`src/logic/branch_defines.svh`:
```
// Constants for the conditional short branch unit: opcodes, sizes and state counts.
// Assumes inclusion by bare name from logic that also imports branch_pkg.
`ifndef BRANCH_DEFINES_SVH
`define BRANCH_DEFINES_SVH

// ---------------------------------------------------------------
// Opcode bytes of the short conditional branch group
// ---------------------------------------------------------------
`define OPC_SIGNED_GREATER     8'hd2
`define OPC_UNSIGNED_HIGHER    8'hd9
`define OPC_SIGNED_AT_MOST     8'hda
`define OPC_SIGNED_BELOW       8'hde
`define OPC_NO_CARRY_OUT       8'hd3
`define OPC_ON_UNEQUAL         8'hd7
`define OPC_UNSIGNED_NOT_ABOVE 8'hd1
`define OPC_RESIDUE_CLEAR      8'hd0
`define OPC_NO_OVERFLOW_FLAG   8'hd5
`define OPC_TRAP_FLAG_CLEAR    8'hd4
`define OPC_RESIDUE_SET        8'hd8

// ---------------------------------------------------------------
// Instruction length and state counts
// ---------------------------------------------------------------
`define BRANCH_BYTES       16'h0002
`define STATES_NOT_TAKEN   4'h4
`define STATES_TAKEN       4'h8
`define STATES_UNKNOWN_OP  4'h1
`define STATE_COUNT_ONE    4'h1
`define STATE_COUNT_ZERO   4'h0

`endif

```
`src/logic/branch_pkg.sv`:
```
// Types shared by the conditional short branch unit and its condition evaluator.
// Assumes the core clock domain; holds no logic.
`default_nettype none

package branch_pkg;

   typedef logic [15:0] addr_t;
   typedef logic [7:0]  byte_t;
   typedef logic [3:0]  count_t;

   typedef enum logic [0:0] {
      ST_IDLE,
      ST_EXEC
   } exec_state_t;

endpackage

`default_nettype wire

```
`src/logic/conditional_short_branch_unit.sv`:
```
// Execute stage for the two-byte conditional relative branch group of the core.
// Assumes opcode, displacement, PC and flags come from core logic on i_clk, so no synchronisers.
`include "branch_defines.svh"
`default_nettype none

// Function
// [RULE1] Signed greater: jump only when sign and zero flags are both clear.
// [RULE2] Unsigned higher: jump only when carry set and zero clear.
// [RULE3] Signed at most: jump when sign or zero flag is set.
// [RULE4] Signed below: jump when the sign flag is set.
// [RULE5] No carry out: jump when the carry flag is clear.
// [RULE6] Unequal: jump when the zero flag is clear.
// [RULE7] Unsigned not above: jump when carry clear or zero set.
// [RULE8] Residue clear: jump when the sticky flag is clear.
// [RULE9] No overflow: jump when the overflow flag is clear.
// [RULE10] Trap clear: jump when the overflow trap flag is clear.
// [RULE11] Residue set: jump when the sticky flag is set.
// [RULE12] Taken target is next-instruction PC plus sign-extended displacement.
// [RULE13] Software keeps targets within -128 to +127 bytes of the instruction end.
// [RULE14] Not taken leaves PC just past the branch, continuing sequentially.
// [RULE15] Two bytes each; four states when not taken, eight when taken.
// [RULE16] No branch of the group changes any status flag.
module conditional_short_branch_unit
   import branch_pkg::*;
(
   input  wire logic               i_clk,
   input  wire logic               i_rst,
   input  wire logic               i_start,
   input  wire branch_pkg::byte_t  i_opcode,
   input  wire branch_pkg::byte_t  i_disp,
   input  wire branch_pkg::addr_t  i_pc,
   input  wire logic               i_msb_flag,
   input  wire logic               i_all_clear_flag,
   input  wire logic               i_arith_out_bit,
   input  wire logic               i_range_exceeded_flag,
   input  wire logic               i_latched_ovf_trap,
   input  wire logic               i_shifted_out_one_flag,
   output logic                    o_busy,
   output logic                    o_done,
   output logic                    o_taken,
   output logic                    o_illegal,
   output branch_pkg::addr_t       o_new_pc,
   output branch_pkg::count_t      o_states,
   output logic                    o_flag_wr
);
   import branch_pkg::*;

   // ---------------------------------------------------------------
   // Declarations
   // ---------------------------------------------------------------
   exec_state_t state_q;
   count_t      cnt_q;
   logic        busy_q;
   logic        done_q;
   logic        taken_q;
   logic        illegal_q;
   addr_t       new_pc_q;
   count_t      states_q;
   logic        flag_wr_q;
   logic        accept;
   logic        taken_c;
   logic        in_group_c;
   addr_t       seq_pc;
   addr_t       disp_ext;
   count_t      states_c;

   // ---------------------------------------------------------------
   // Condition evaluation
   // ---------------------------------------------------------------
   branch_cond_eval u_cond (
      .i_opcode              (i_opcode),
      .i_msb_flag            (i_msb_flag),
      .i_all_clear_flag      (i_all_clear_flag),
      .i_arith_out_bit       (i_arith_out_bit),
      .i_range_exceeded_flag (i_range_exceeded_flag),
      .i_latched_ovf_trap    (i_latched_ovf_trap),
      .i_shifted_out_one_flag(i_shifted_out_one_flag),
      .o_taken               (taken_c),
      .o_in_group            (in_group_c)
   );

   // ---------------------------------------------------------------
   // Target and state count
   // ---------------------------------------------------------------
   // A start while a branch is still running is ignored.
   assign accept   = i_start && (state_q == ST_IDLE);
   assign seq_pc   = i_pc + `BRANCH_BYTES; // [RULE14]
   assign disp_ext = {{8{i_disp[7]}}, i_disp}; // [RULE12]

   always_comb begin
      if (!in_group_c) begin
         states_c = `STATES_UNKNOWN_OP;
      end else if (taken_c) begin
         states_c = `STATES_TAKEN; // [RULE15]
      end else begin
         states_c = `STATES_NOT_TAKEN; // [RULE15]
      end
   end

   // ---------------------------------------------------------------
   // Sequencer
   // ---------------------------------------------------------------
   always_ff @(posedge i_clk or posedge i_rst) begin
      if (i_rst) begin
         state_q <= ST_IDLE;
         cnt_q   <= `STATE_COUNT_ZERO;
         busy_q  <= 1'b0;
         done_q  <= 1'b0;
      end else begin
         done_q <= 1'b0;
         case (state_q)
            ST_IDLE: begin
               if (accept) begin
                  state_q <= ST_EXEC;
                  busy_q  <= 1'b1;
                  cnt_q   <= states_c - `STATE_COUNT_ONE; // [RULE15]
               end
            end
            ST_EXEC: begin
               if (cnt_q == `STATE_COUNT_ZERO) begin
                  state_q <= ST_IDLE;
                  busy_q  <= 1'b0;
                  done_q  <= 1'b1;
               end else begin
                  cnt_q <= cnt_q - `STATE_COUNT_ONE;
               end
            end
            default: begin
               state_q <= ST_IDLE;
               busy_q  <= 1'b0;
            end
         endcase
      end
   end

   // ---------------------------------------------------------------
   // Result capture
   // ---------------------------------------------------------------
   always_ff @(posedge i_clk or posedge i_rst) begin
      if (i_rst) begin
         taken_q   <= 1'b0;
         illegal_q <= 1'b0;
         new_pc_q  <= 16'h0000;
         states_q  <= `STATE_COUNT_ZERO;
      end else if (accept) begin
         taken_q   <= taken_c;
         illegal_q <= !in_group_c;
         states_q  <= states_c;
         if (taken_c) begin
            new_pc_q <= seq_pc + disp_ext; // [RULE12]
         end else begin
            new_pc_q <= seq_pc; // [RULE14]
         end
      end
   end

   // Flags are never written back by this group.
   always_ff @(posedge i_clk or posedge i_rst) begin
      if (i_rst) begin
         flag_wr_q <= 1'b0;
      end else begin
         flag_wr_q <= 1'b0; // [RULE16]
      end
   end

   assign o_busy    = busy_q;
   assign o_done    = done_q;
   assign o_taken   = taken_q;
   assign o_illegal = illegal_q;
   assign o_new_pc  = new_pc_q;
   assign o_states  = states_q;
   assign o_flag_wr = flag_wr_q;
endmodule

`default_nettype wire

```
`src/logic/branch_cond_eval.sv`:
```
// Condition evaluator for the short conditional branch group.
// Assumes opcode and flags are stable within the cycle; purely combinational.
`include "branch_defines.svh"
`default_nettype none

module branch_cond_eval
   import branch_pkg::*;
(
   input  wire branch_pkg::byte_t i_opcode,
   input  wire logic              i_msb_flag,
   input  wire logic              i_all_clear_flag,
   input  wire logic              i_arith_out_bit,
   input  wire logic              i_range_exceeded_flag,
   input  wire logic              i_latched_ovf_trap,
   input  wire logic              i_shifted_out_one_flag,
   output logic                   o_taken,
   output logic                   o_in_group
);

   // ---------------------------------------------------------------
   // Condition decode
   // ---------------------------------------------------------------
   always_comb begin
      o_in_group = 1'b1;
      o_taken    = 1'b0;
      case (i_opcode)
         `OPC_SIGNED_GREATER: begin
            o_taken = !i_msb_flag && !i_all_clear_flag; // [RULE1]
         end
         `OPC_UNSIGNED_HIGHER: begin
            o_taken = i_arith_out_bit && !i_all_clear_flag; // [RULE2]
         end
         `OPC_SIGNED_AT_MOST: begin
            o_taken = i_msb_flag || i_all_clear_flag; // [RULE3]
         end
         `OPC_SIGNED_BELOW: begin
            o_taken = i_msb_flag; // [RULE4]
         end
         `OPC_NO_CARRY_OUT: begin
            o_taken = !i_arith_out_bit; // [RULE5]
         end
         `OPC_ON_UNEQUAL: begin
            o_taken = !i_all_clear_flag; // [RULE6]
         end
         `OPC_UNSIGNED_NOT_ABOVE: begin
            o_taken = !i_arith_out_bit || i_all_clear_flag; // [RULE7]
         end
         `OPC_RESIDUE_CLEAR: begin
            o_taken = !i_shifted_out_one_flag; // [RULE8]
         end
         `OPC_NO_OVERFLOW_FLAG: begin
            o_taken = !i_range_exceeded_flag; // [RULE9]
         end
         `OPC_TRAP_FLAG_CLEAR: begin
            o_taken = !i_latched_ovf_trap; // [RULE10]
         end
         `OPC_RESIDUE_SET: begin
            o_taken = i_shifted_out_one_flag; // [RULE11]
         end
         default: begin
            o_in_group = 1'b0;
            o_taken    = 1'b0;
         end
      endcase
   end

endmodule

`default_nettype wire

```
`config.mk`:
```
export PLATFORM = sky130hd
export DESIGN_NAME = conditional_short_branch_unit
export DESIGN_NICKNAME = d
export VERILOG_FILES = /design/src/logic/branch_pkg.sv /design/src/logic/conditional_short_branch_unit.sv /design/src/logic/branch_cond_eval.sv
export VERILOG_INCLUDE_DIRS = /design/src /design/src/logic
export SDC_FILE = /design/constraint.sdc
export NUM_CORES = 1
export LEC_CHECK = 0
export BUFFER_PORTS_ARGS = -buffer_cell sky130_fd_sc_hd__buf_2
export CORE_MARGIN = 1.5
export CORE_UTILIZATION = 30
export CTS_CLUSTER_DIAMETER = 120
export DETAILED_ROUTE_END_ITERATION = 6
export PLACE_DENSITY = 0.48
export SETUP_SLACK_MARGIN = 0.5
export SLEW_MARGIN = 10
export SYNTH_ARGS = -nofsm -noshare
export SYNTH_HDL_FRONTEND = slang
export SYNTH_SLANG_ARGS = --single-unit
```
`constraint.sdc`:
```
create_clock -name i_clk -period 1.87 [get_ports i_clk]
set_clock_uncertainty 0.15 [all_clocks]
set_input_delay 0.4675 -clock i_clk [delete_from_list [all_inputs] [get_ports i_clk]]
set_output_delay 0.4675 -clock i_clk [all_outputs]
set_load 0.02 [all_outputs]
```
Yosys cells after proc, flatten, opt, wreduce, memory -nomap -nowiden. Index checks and enable logic that the tools add are counted.

Bitwise gates (word level): 1. Reductions and logical operators: 16. $add $sub $neg: 4. Equal/unequal tests: 14. Muxes and demuxes: 16.

Operator list (count): equality test 8 bit, second input constant (11); adder 16 bit (1); adder 16 x 2 -> 16 bit, second input constant (1); 2-to-1 mux 16 bit (1); 2-to-1 mux 4 bit (4); one-hot mux 1 bit (11 select lines) (1); OR reduction 11 bit (1); one-hot mux 4 bit (2 select lines) (1); subtractor 4 x 1 -> 4 bit, second input constant (2); zero test 1 bit (7); 2-to-1 mux 1 bit (7); zero test 4 bit (1); inequality test 2 bit, second input constant (2); one-hot mux 1 bit (2 select lines) (2); AND reduction 2 bit (2); logical AND 1 bit (3); logical OR 1 bit (2); inequality test 2 x 1 -> 1 bit, second input constant (1); NOT 1 bit (1).

Flip-flop bits (word level): 29. Output and inout bits: 25. Input bits: 41.

Logic depth before layout (Yosys ltp). Gate-level depths: netlist of run 1.

Depth after elaboration: 8. Depth in mapped cells: 13. Gate-level depth less buffers: 13.

Cells and area by module. A second synthesis of run 1 with hierarchy kept.

Cells, all modules: 292. Area total of the unflattened synthesis: 2446.1 µm².

Modules (own cells, without submodules): conditional_short_branch_unit (area an instance 2248.4 µm², instances 1, cells an instance 263); branch_cond_eval (area an instance 197.7 µm², instances 1, cells an instance 29).

Worst setup path before layout of run 1. Ideal clock, no wire load.

Path kind: input-to-reg. Start point: in i_pc[1]. End point: reg new_pc_q[15], in the netlist o_new_pc[15]. Required time: 1.600 ns. Arrival: 3.159 ns. Cell stages on the path: 13. Setup slack: -1.558 ns. Buffers on the path: 0. Path through: ha_1 -> inv_1 -> or2_2 -> nor2b_1 -> xor2_1 -> ha_1 -> and3_1 -> a221o_1 -> a2111oi_0 -> a21oi_1 -> xnor2_1 -> or3_1 -> a31o_1.

Cells in the longest elaborated chain, start to end: 3.

RTL lines: start, declared (RTL line conditional_short_branch_unit.sv:31) `input wire branch_pkg::addr_t i_pc,`; adder 16 x 2 -> 16 bit (no source line) (*); adder 16 bit (RTL line conditional_short_branch_unit.sv:150) `new_pc_q <= seq_pc + disp_ext;`; 2-to-1 mux 16 bit (*) (RTL line conditional_short_branch_unit.sv:149) `if (taken_c) begin`; end signal, assigned (RTL line conditional_short_branch_unit.sv:150); end signal, assigned (RTL line conditional_short_branch_unit.sv:152) `new_pc_q <= seq_pc;`; end, declared (RTL line conditional_short_branch_unit.sv:57) `addr_t new_pc_q;`.

Every way passes the cells marked *; elsewhere a longest branch is shown, timed or not. A chain may end at the register's enable or synchronous reset.

Worst setup path in the final report of run 1.
Start point: in i_pc[6]. End point: reg new_pc_q[15], in the netlist o_new_pc[15].

Same word-level chain as after synthesis.

==> results.cfg, run 1 <==
[run]
drv_cap = 0

[min_path]
hp-class = in -> async

[sta]
timing.final.crit_share = 1.71
rsz0062_at_grt = yes
clock.fmax_mhz = 313
hold_violations = 0
fin_crit_ns = 3.20
final.setup.tns_ns = -9.69
drv_slew = 0
setup_viol = 16
layout_setup_ws_ns = -1.33

[synthesis]
ys.flop_type = dfrtp_1
synth_top_area_share = 0.292
syn-mean-instance-area_um2 = 8.39
synth_most_common_cell = nand2_1
yosysWarningCount = 0
seq_area_frac_synth = 0.292
synth_cell_type_count = 47
synthCells = 276
synthesis.area_um2 = 2310
synth_common_cells = nand2_1, dfrtp_1, o21ai_0, a21oi_1, nor2_1
synth.largest_area_cell = dfrtp_1
synth_edf_count = 0
async_flop_share = 1.00
ys_top_cells_by_area = dfrtp_1, ha_1, nand2_1, xnor2_1, o21ai_0
yosys_register_bits = 27

[setup_path]
cp_max_fo = 4
required_ns = 1.90
crit_slowest_cell = or2_4
worstSetupPathType = in -> reg
max_stage_delay_ns = 0.35
cp.arrival_ns = 3.23
cp-end-kind = register
cp-start-kind = input port
path_cells = buf_6 > nand4_1 > or2_4 > nor2b_2 > xor2_1 > ha_1 > and3_1 > a221o_1 > a2111oi_2 > a21oi_1 > xnor2_1 > or3_1 > a31o_1

[die]
num_rows = 31
die-height_um = 90.8
ios = 66
coreArea_um2 = 7370
initial_core_util = 0.314
fp.dieW_um = 90.8
dieArea_um2 = 8250

[routing]
drc = 0
wl_per_cell_um = 14.4
drt_wl_total_um = 7870
vias_per_cell = 4.70
drt-initial-drc-count = 70
vias = 2573
first_pass_iters = 4
ant_nets = 0

[grt]
grt_pass1_vias = 2607
grt_use_total = 0.183
grt_antenna_before_repair = 0
grt_start_max_net_pins = 28
overflow = 0
grt_pass1_wl_um = 12400

[clock_tree]
htreeDepth = 1
root_buffer = clkbuf_8
cts_buffer_depth = 2
numCtsBuffers = 3
clk_latency_ns = 0.27
clock_sinks = 27
cts.clk_slew.worst_paths_ns = 0.10
cts_tree = built

[status]
violations = negative setup slack
status = complete, but fails checks

[layout]
multi_input_area_um2 = 2080
synthToLayoutAreaGrowth_pct = 94.4
n_antenna_cell = 0
register_area_um2 = 676
post-route-util = 0.611
nets = 509
drive_above_1_share = 0.581
nFillCells = 632
final_area_um2 = 4500

[power]
ir_worst_vdd_v = 0.000591
p_total_mw = 3.84
p_leak_nw = 2.12
power_density_nw_per_um2 = 853

[placed_design]
place.gp.congestion = 0.859
numPortBuffers = 63
dp.final_hpwl_um = 5420
placed_area_um2 = 3380
[cells by family (layout without fill, tap and decap cells)]
logic type,count (synthesis),in the layout,synth area share
adders and majority gates,18,18,0.101
muxes,9,9,0.0389
and+or+nand+nor,97,97,0.203
xor gates and xnor gates,26,26,0.0984
DFF,27,27,0.292
other,1,2,0.00162
AOI/OAI and AO/OA,78,78,0.223
buffers and inverters,20,192,0.0427
[path summary, 6_finish.rpt]
kind	slack (ns)	from	depth (start not counted)	to
min in group i_clk	0.31	cnt_q[3]	1	o_done
max reg2reg	0.31	state_q	4	cnt_q[2]
min reg2reg	0.31	cnt_q[3]	1	o_done
min	0.08	i_rst	3	cnt_q[1]
max in group asynchronous	1.23	i_rst	3	o_new_pc[10]
max	-1.33	i_pc[6]	13	o_new_pc[15]
[worst max-delay path: cells and delay by family]
| family | cells | cell delay (ns) |
|---|---|---|
| buffers and inverters | 1 | 0.07 |
| adder cells (fa/ha/maj) | 1 | 0.30 |
| AND/OR/NAND/NOR | 5 | 1.17 |
| XOR/XNOR | 2 | 0.36 |
| AO/OA/AOI/OAI | 4 | 0.87 |
[report_power, final]
group	switching (mW)	leakage (nW)	internal, mW
logic	1.12	1.76	1.33
registers	0.211	0.336	0.834
clock network	0.189	0.0217	0.151
total	1.52	2.12	2.32
[cell type report]
cell class                      count  share of cell area
Clock buffer                        3             0.00918
Clock inverter                      1             0.00167
Inverter                            9             0.00751
Multi-Input combinational cell    230               0.462
Sequential cell                    27               0.150
Tap cell                           99              0.0275
Timing Repair Buffer              179               0.342
[metrics by stage]
stage	hold slack, ns	instances	worst slack (ns)
CTS	0.0892	530	-1.27
finish	0.0808	548	-1.33
floorplan	0.266	277	-1.29
detailed placement	0.285	503	-1.62
global route	0.118	548	-1.47
global placement	0.296	503	-1.51
[state kept, by name (all words and copies together) (netlist names)]
register and count:
cnt_q 4, o_new_pc 16, o_taken 1, o_busy 1, state_q 1, o_done 1, o_states 3
[cell usage in the layout (no fill, tap or decap), drive strengths merged, types with 9 or more instances in the layout]
cell,instances
a21oi,21
buf,179
dfrtp,27
ha,17
inv,9
mux2i,9
nand2,38
nor2,19
o21ai,23
xnor2,15
xor2,11
[routing by layer]
layer	wire [µm]	GRT usage
met1	3510	0.233
met2	4090	0.333
met3	251	0.0303
met4	18	0.0156
met5	0	0
[what timing repair did]
action                     4_1_cts  5_1_grt
resized for setup              132       41
gates cloned                     1        0
pin swaps                       53       49
hold buffers                     0        0
setup endpoints to repair       47       48
setup buffers                   22       18
Note: power is estimated with default switching activity, not from simulation.
==> inputs of run 2 (changes only) <==
--- a/config.mk
+++ b/config.mk
@@ -7,11 +7,14 @@
 export NUM_CORES = 1
 export LEC_CHECK = 0
 export BUFFER_PORTS_ARGS = -buffer_cell sky130_fd_sc_hd__buf_2
+export CAP_MARGIN = 30
 export CORE_MARGIN = 1.5
 export CORE_UTILIZATION = 30
+export CTS_BUF_LIST = sky130_fd_sc_hd__clkbuf_8
 export CTS_CLUSTER_DIAMETER = 120
 export DETAILED_ROUTE_END_ITERATION = 6
 export PLACE_DENSITY = 0.48
+export RECOVER_POWER = 25
 export SETUP_SLACK_MARGIN = 0.5
 export SLEW_MARGIN = 10
 export SYNTH_ARGS = -nofsm -noshare
==> results.cfg, run 2 (synthesis results as in run 1) <==
[status]
status = complete, but fails checks
violations = negative setup slack

[layout]
synthToLayoutAreaGrowth_pct = 94.3
layout_common_cells = buf_4, buf_6, nand2_1
multi_input_area_um2 = 2080
instances_no_fill = 548
nFillCells = 631
drive_above_1_share = 0.581
register_area_um2 = 676
largest_reg_flops = 16
n_antenna_cell = 0
final_common_cell = buf_4
nets = 509
final_area_um2 = 4500

[grt]
grt_use_total = 0.183
grt_pass1_vias = 2607
grt_pass1_wl_um = 12400
grt_use_met2 = 0.333
grtUsageMet1 = 0.233
grt_antenna_before_repair = 0
grt-busiest-layer = met2
overflow = 0
grtUsageMet3 = 0.0303
grt_start_max_net_pins = 28

[routing]
first_pass_iters = 4
drt_wl_total_um = 7870
vias = 2573
drc = 0
vias_per_cell = 4.70
ant_nets = 0
drt-initial-drc-count = 70
wl_per_cell_um = 14.4

[sta]
drv_slew = 0
rsz0062_at_grt = yes
setup_viol = 16
clock.fmax_mhz = 313
hold_violations = 0
final.setup.tns_ns = -9.69
timing.final.crit_share = 1.71
whs_ns = 0.203
fin_crit_ns = 3.20
layout_setup_ws_ns = -1.33
slew_headroom = 0.552
tightest_slew_ns = 0.672

[setup_path]
cp-end-kind = register
path_cells = buf_6 > nand4_1 > or2_4 > nor2b_2 > xor2_1 > ha_1 > and3_1 > a221o_1 > a2111oi_2 > a21oi_1 > xnor2_1 > or3_1 > a31o_1
cp-start-kind = input port
cp_max_fo = 4
required_ns = 1.90
max_stage_delay_ns = 0.35
worstSetupPathType = in -> reg
crit_slowest_cell = or2_4
cp.arrival_ns = 3.23

[clock_tree]
cts.clk_slew.worst_paths_ns = 0.10
numCtsBuffers = 3
cts_tree = built
root_buffer = clkbuf_8
cts_buffer_depth = 2
clock_sinks = 27
clk_latency_ns = 0.27
postCtsHoldBufs = 0
htreeDepth = 1

[placed_design]
dp.cells = 503
numPortBuffers = 63
place.gp.congestion = 0.859
dp.final_hpwl_um = 5420
placed_area_um2 = 3380

[die]
dieArea_um2 = 8250
die-height_um = 90.8
coreArea_um2 = 7370
num_rows = 31
initial_core_util = 0.314
ios = 66
fp.dieW_um = 90.8

[power]
power_density_nw_per_um2 = 854
p_leak_nw = 2.12
ir_worst_vdd_v = 0.000591
p_total_mw = 3.84

[run]
drv_cap = 0

[min_path]
hp-class = in -> async
run 2: cell count changes in the layout (fill, tap and decap cells not counted):
cell / delta
clkbuf_2: +1
buf_4: -1
run 2: area by class of cell:
| class | instances | share of cell area |
|---|---|---|
| timing repair buffer | 179 | 0.342 |
| inverter | 9 | 0.00751 |
| multi-input combinational | 230 | 0.462 |
| sequential | 27 | 0.150 |
| clock buffer | 3 | 0.00918 |
| clock inverter | 1 | 0.00167 |
| tap | 99 | 0.0275 |
run 2: layer usage:
layer  vias up  routed length [µm]  share of wire
met3         2                 251          0.032
met1      1203                3510           0.45
met4         0                  18         0.0023
li1       1327                   -              -
met2        41                4090           0.52
met5         -                   0              0
run 2: where the power goes:
| part | total (mW) | internal (mW) | switching, mW |
|---|---|---|---|
| Clock | 0.340 | 0.151 | 0.189 |
| Combinational | 2.45 | 1.33 | 1.12 |
| Sequential | 1.05 | 0.834 | 0.211 |
| Total | 3.84 | 2.32 | 1.52 |
run 2: final timing paths:
kind	startpoint	endpoint	slack [ns]	depth (start not counted)
min	i_rst	cnt_q[1]	0.20	3
max reg2reg	state_q	cnt_q[2]	0.31	4
min in group i_clk	cnt_q[3]	o_done	0.31	1
min reg2reg	cnt_q[3]	o_done	0.31	1
max in group asynchronous	i_rst	o_new_pc[10]	0.94	3
max	i_pc[6]	o_new_pc[15]	-1.33	13
run 2: through the flow:
step | util | setup slack [ns]
global placement | 0.459 | -1.51
floorplan | - | -1.29
global route | 0.610 | -1.47
CTS | 0.562 | -1.27
detailed placement | 0.459 | -1.62
finish | 0.610 | -1.33
run 2: what timing repair did:
action | CTS | global route
gates resized for setup | 132 | 41
pin swaps | 53 | 49
gates cloned | 1 | 0
setup buffers | 22 | 18
endpoints found under the setup margin | 47 | 48
run 2: critical path: cells and delay by family:
| family | cells | cell delay (ns) |
|---|---|---|
| compound gates | 4 | 0.87 |
| xor+xnor | 2 | 0.36 |
| fa+ha+maj | 1 | 0.30 |
| buf+inv | 1 | 0.07 |
| simple gates | 5 | 1.17 |
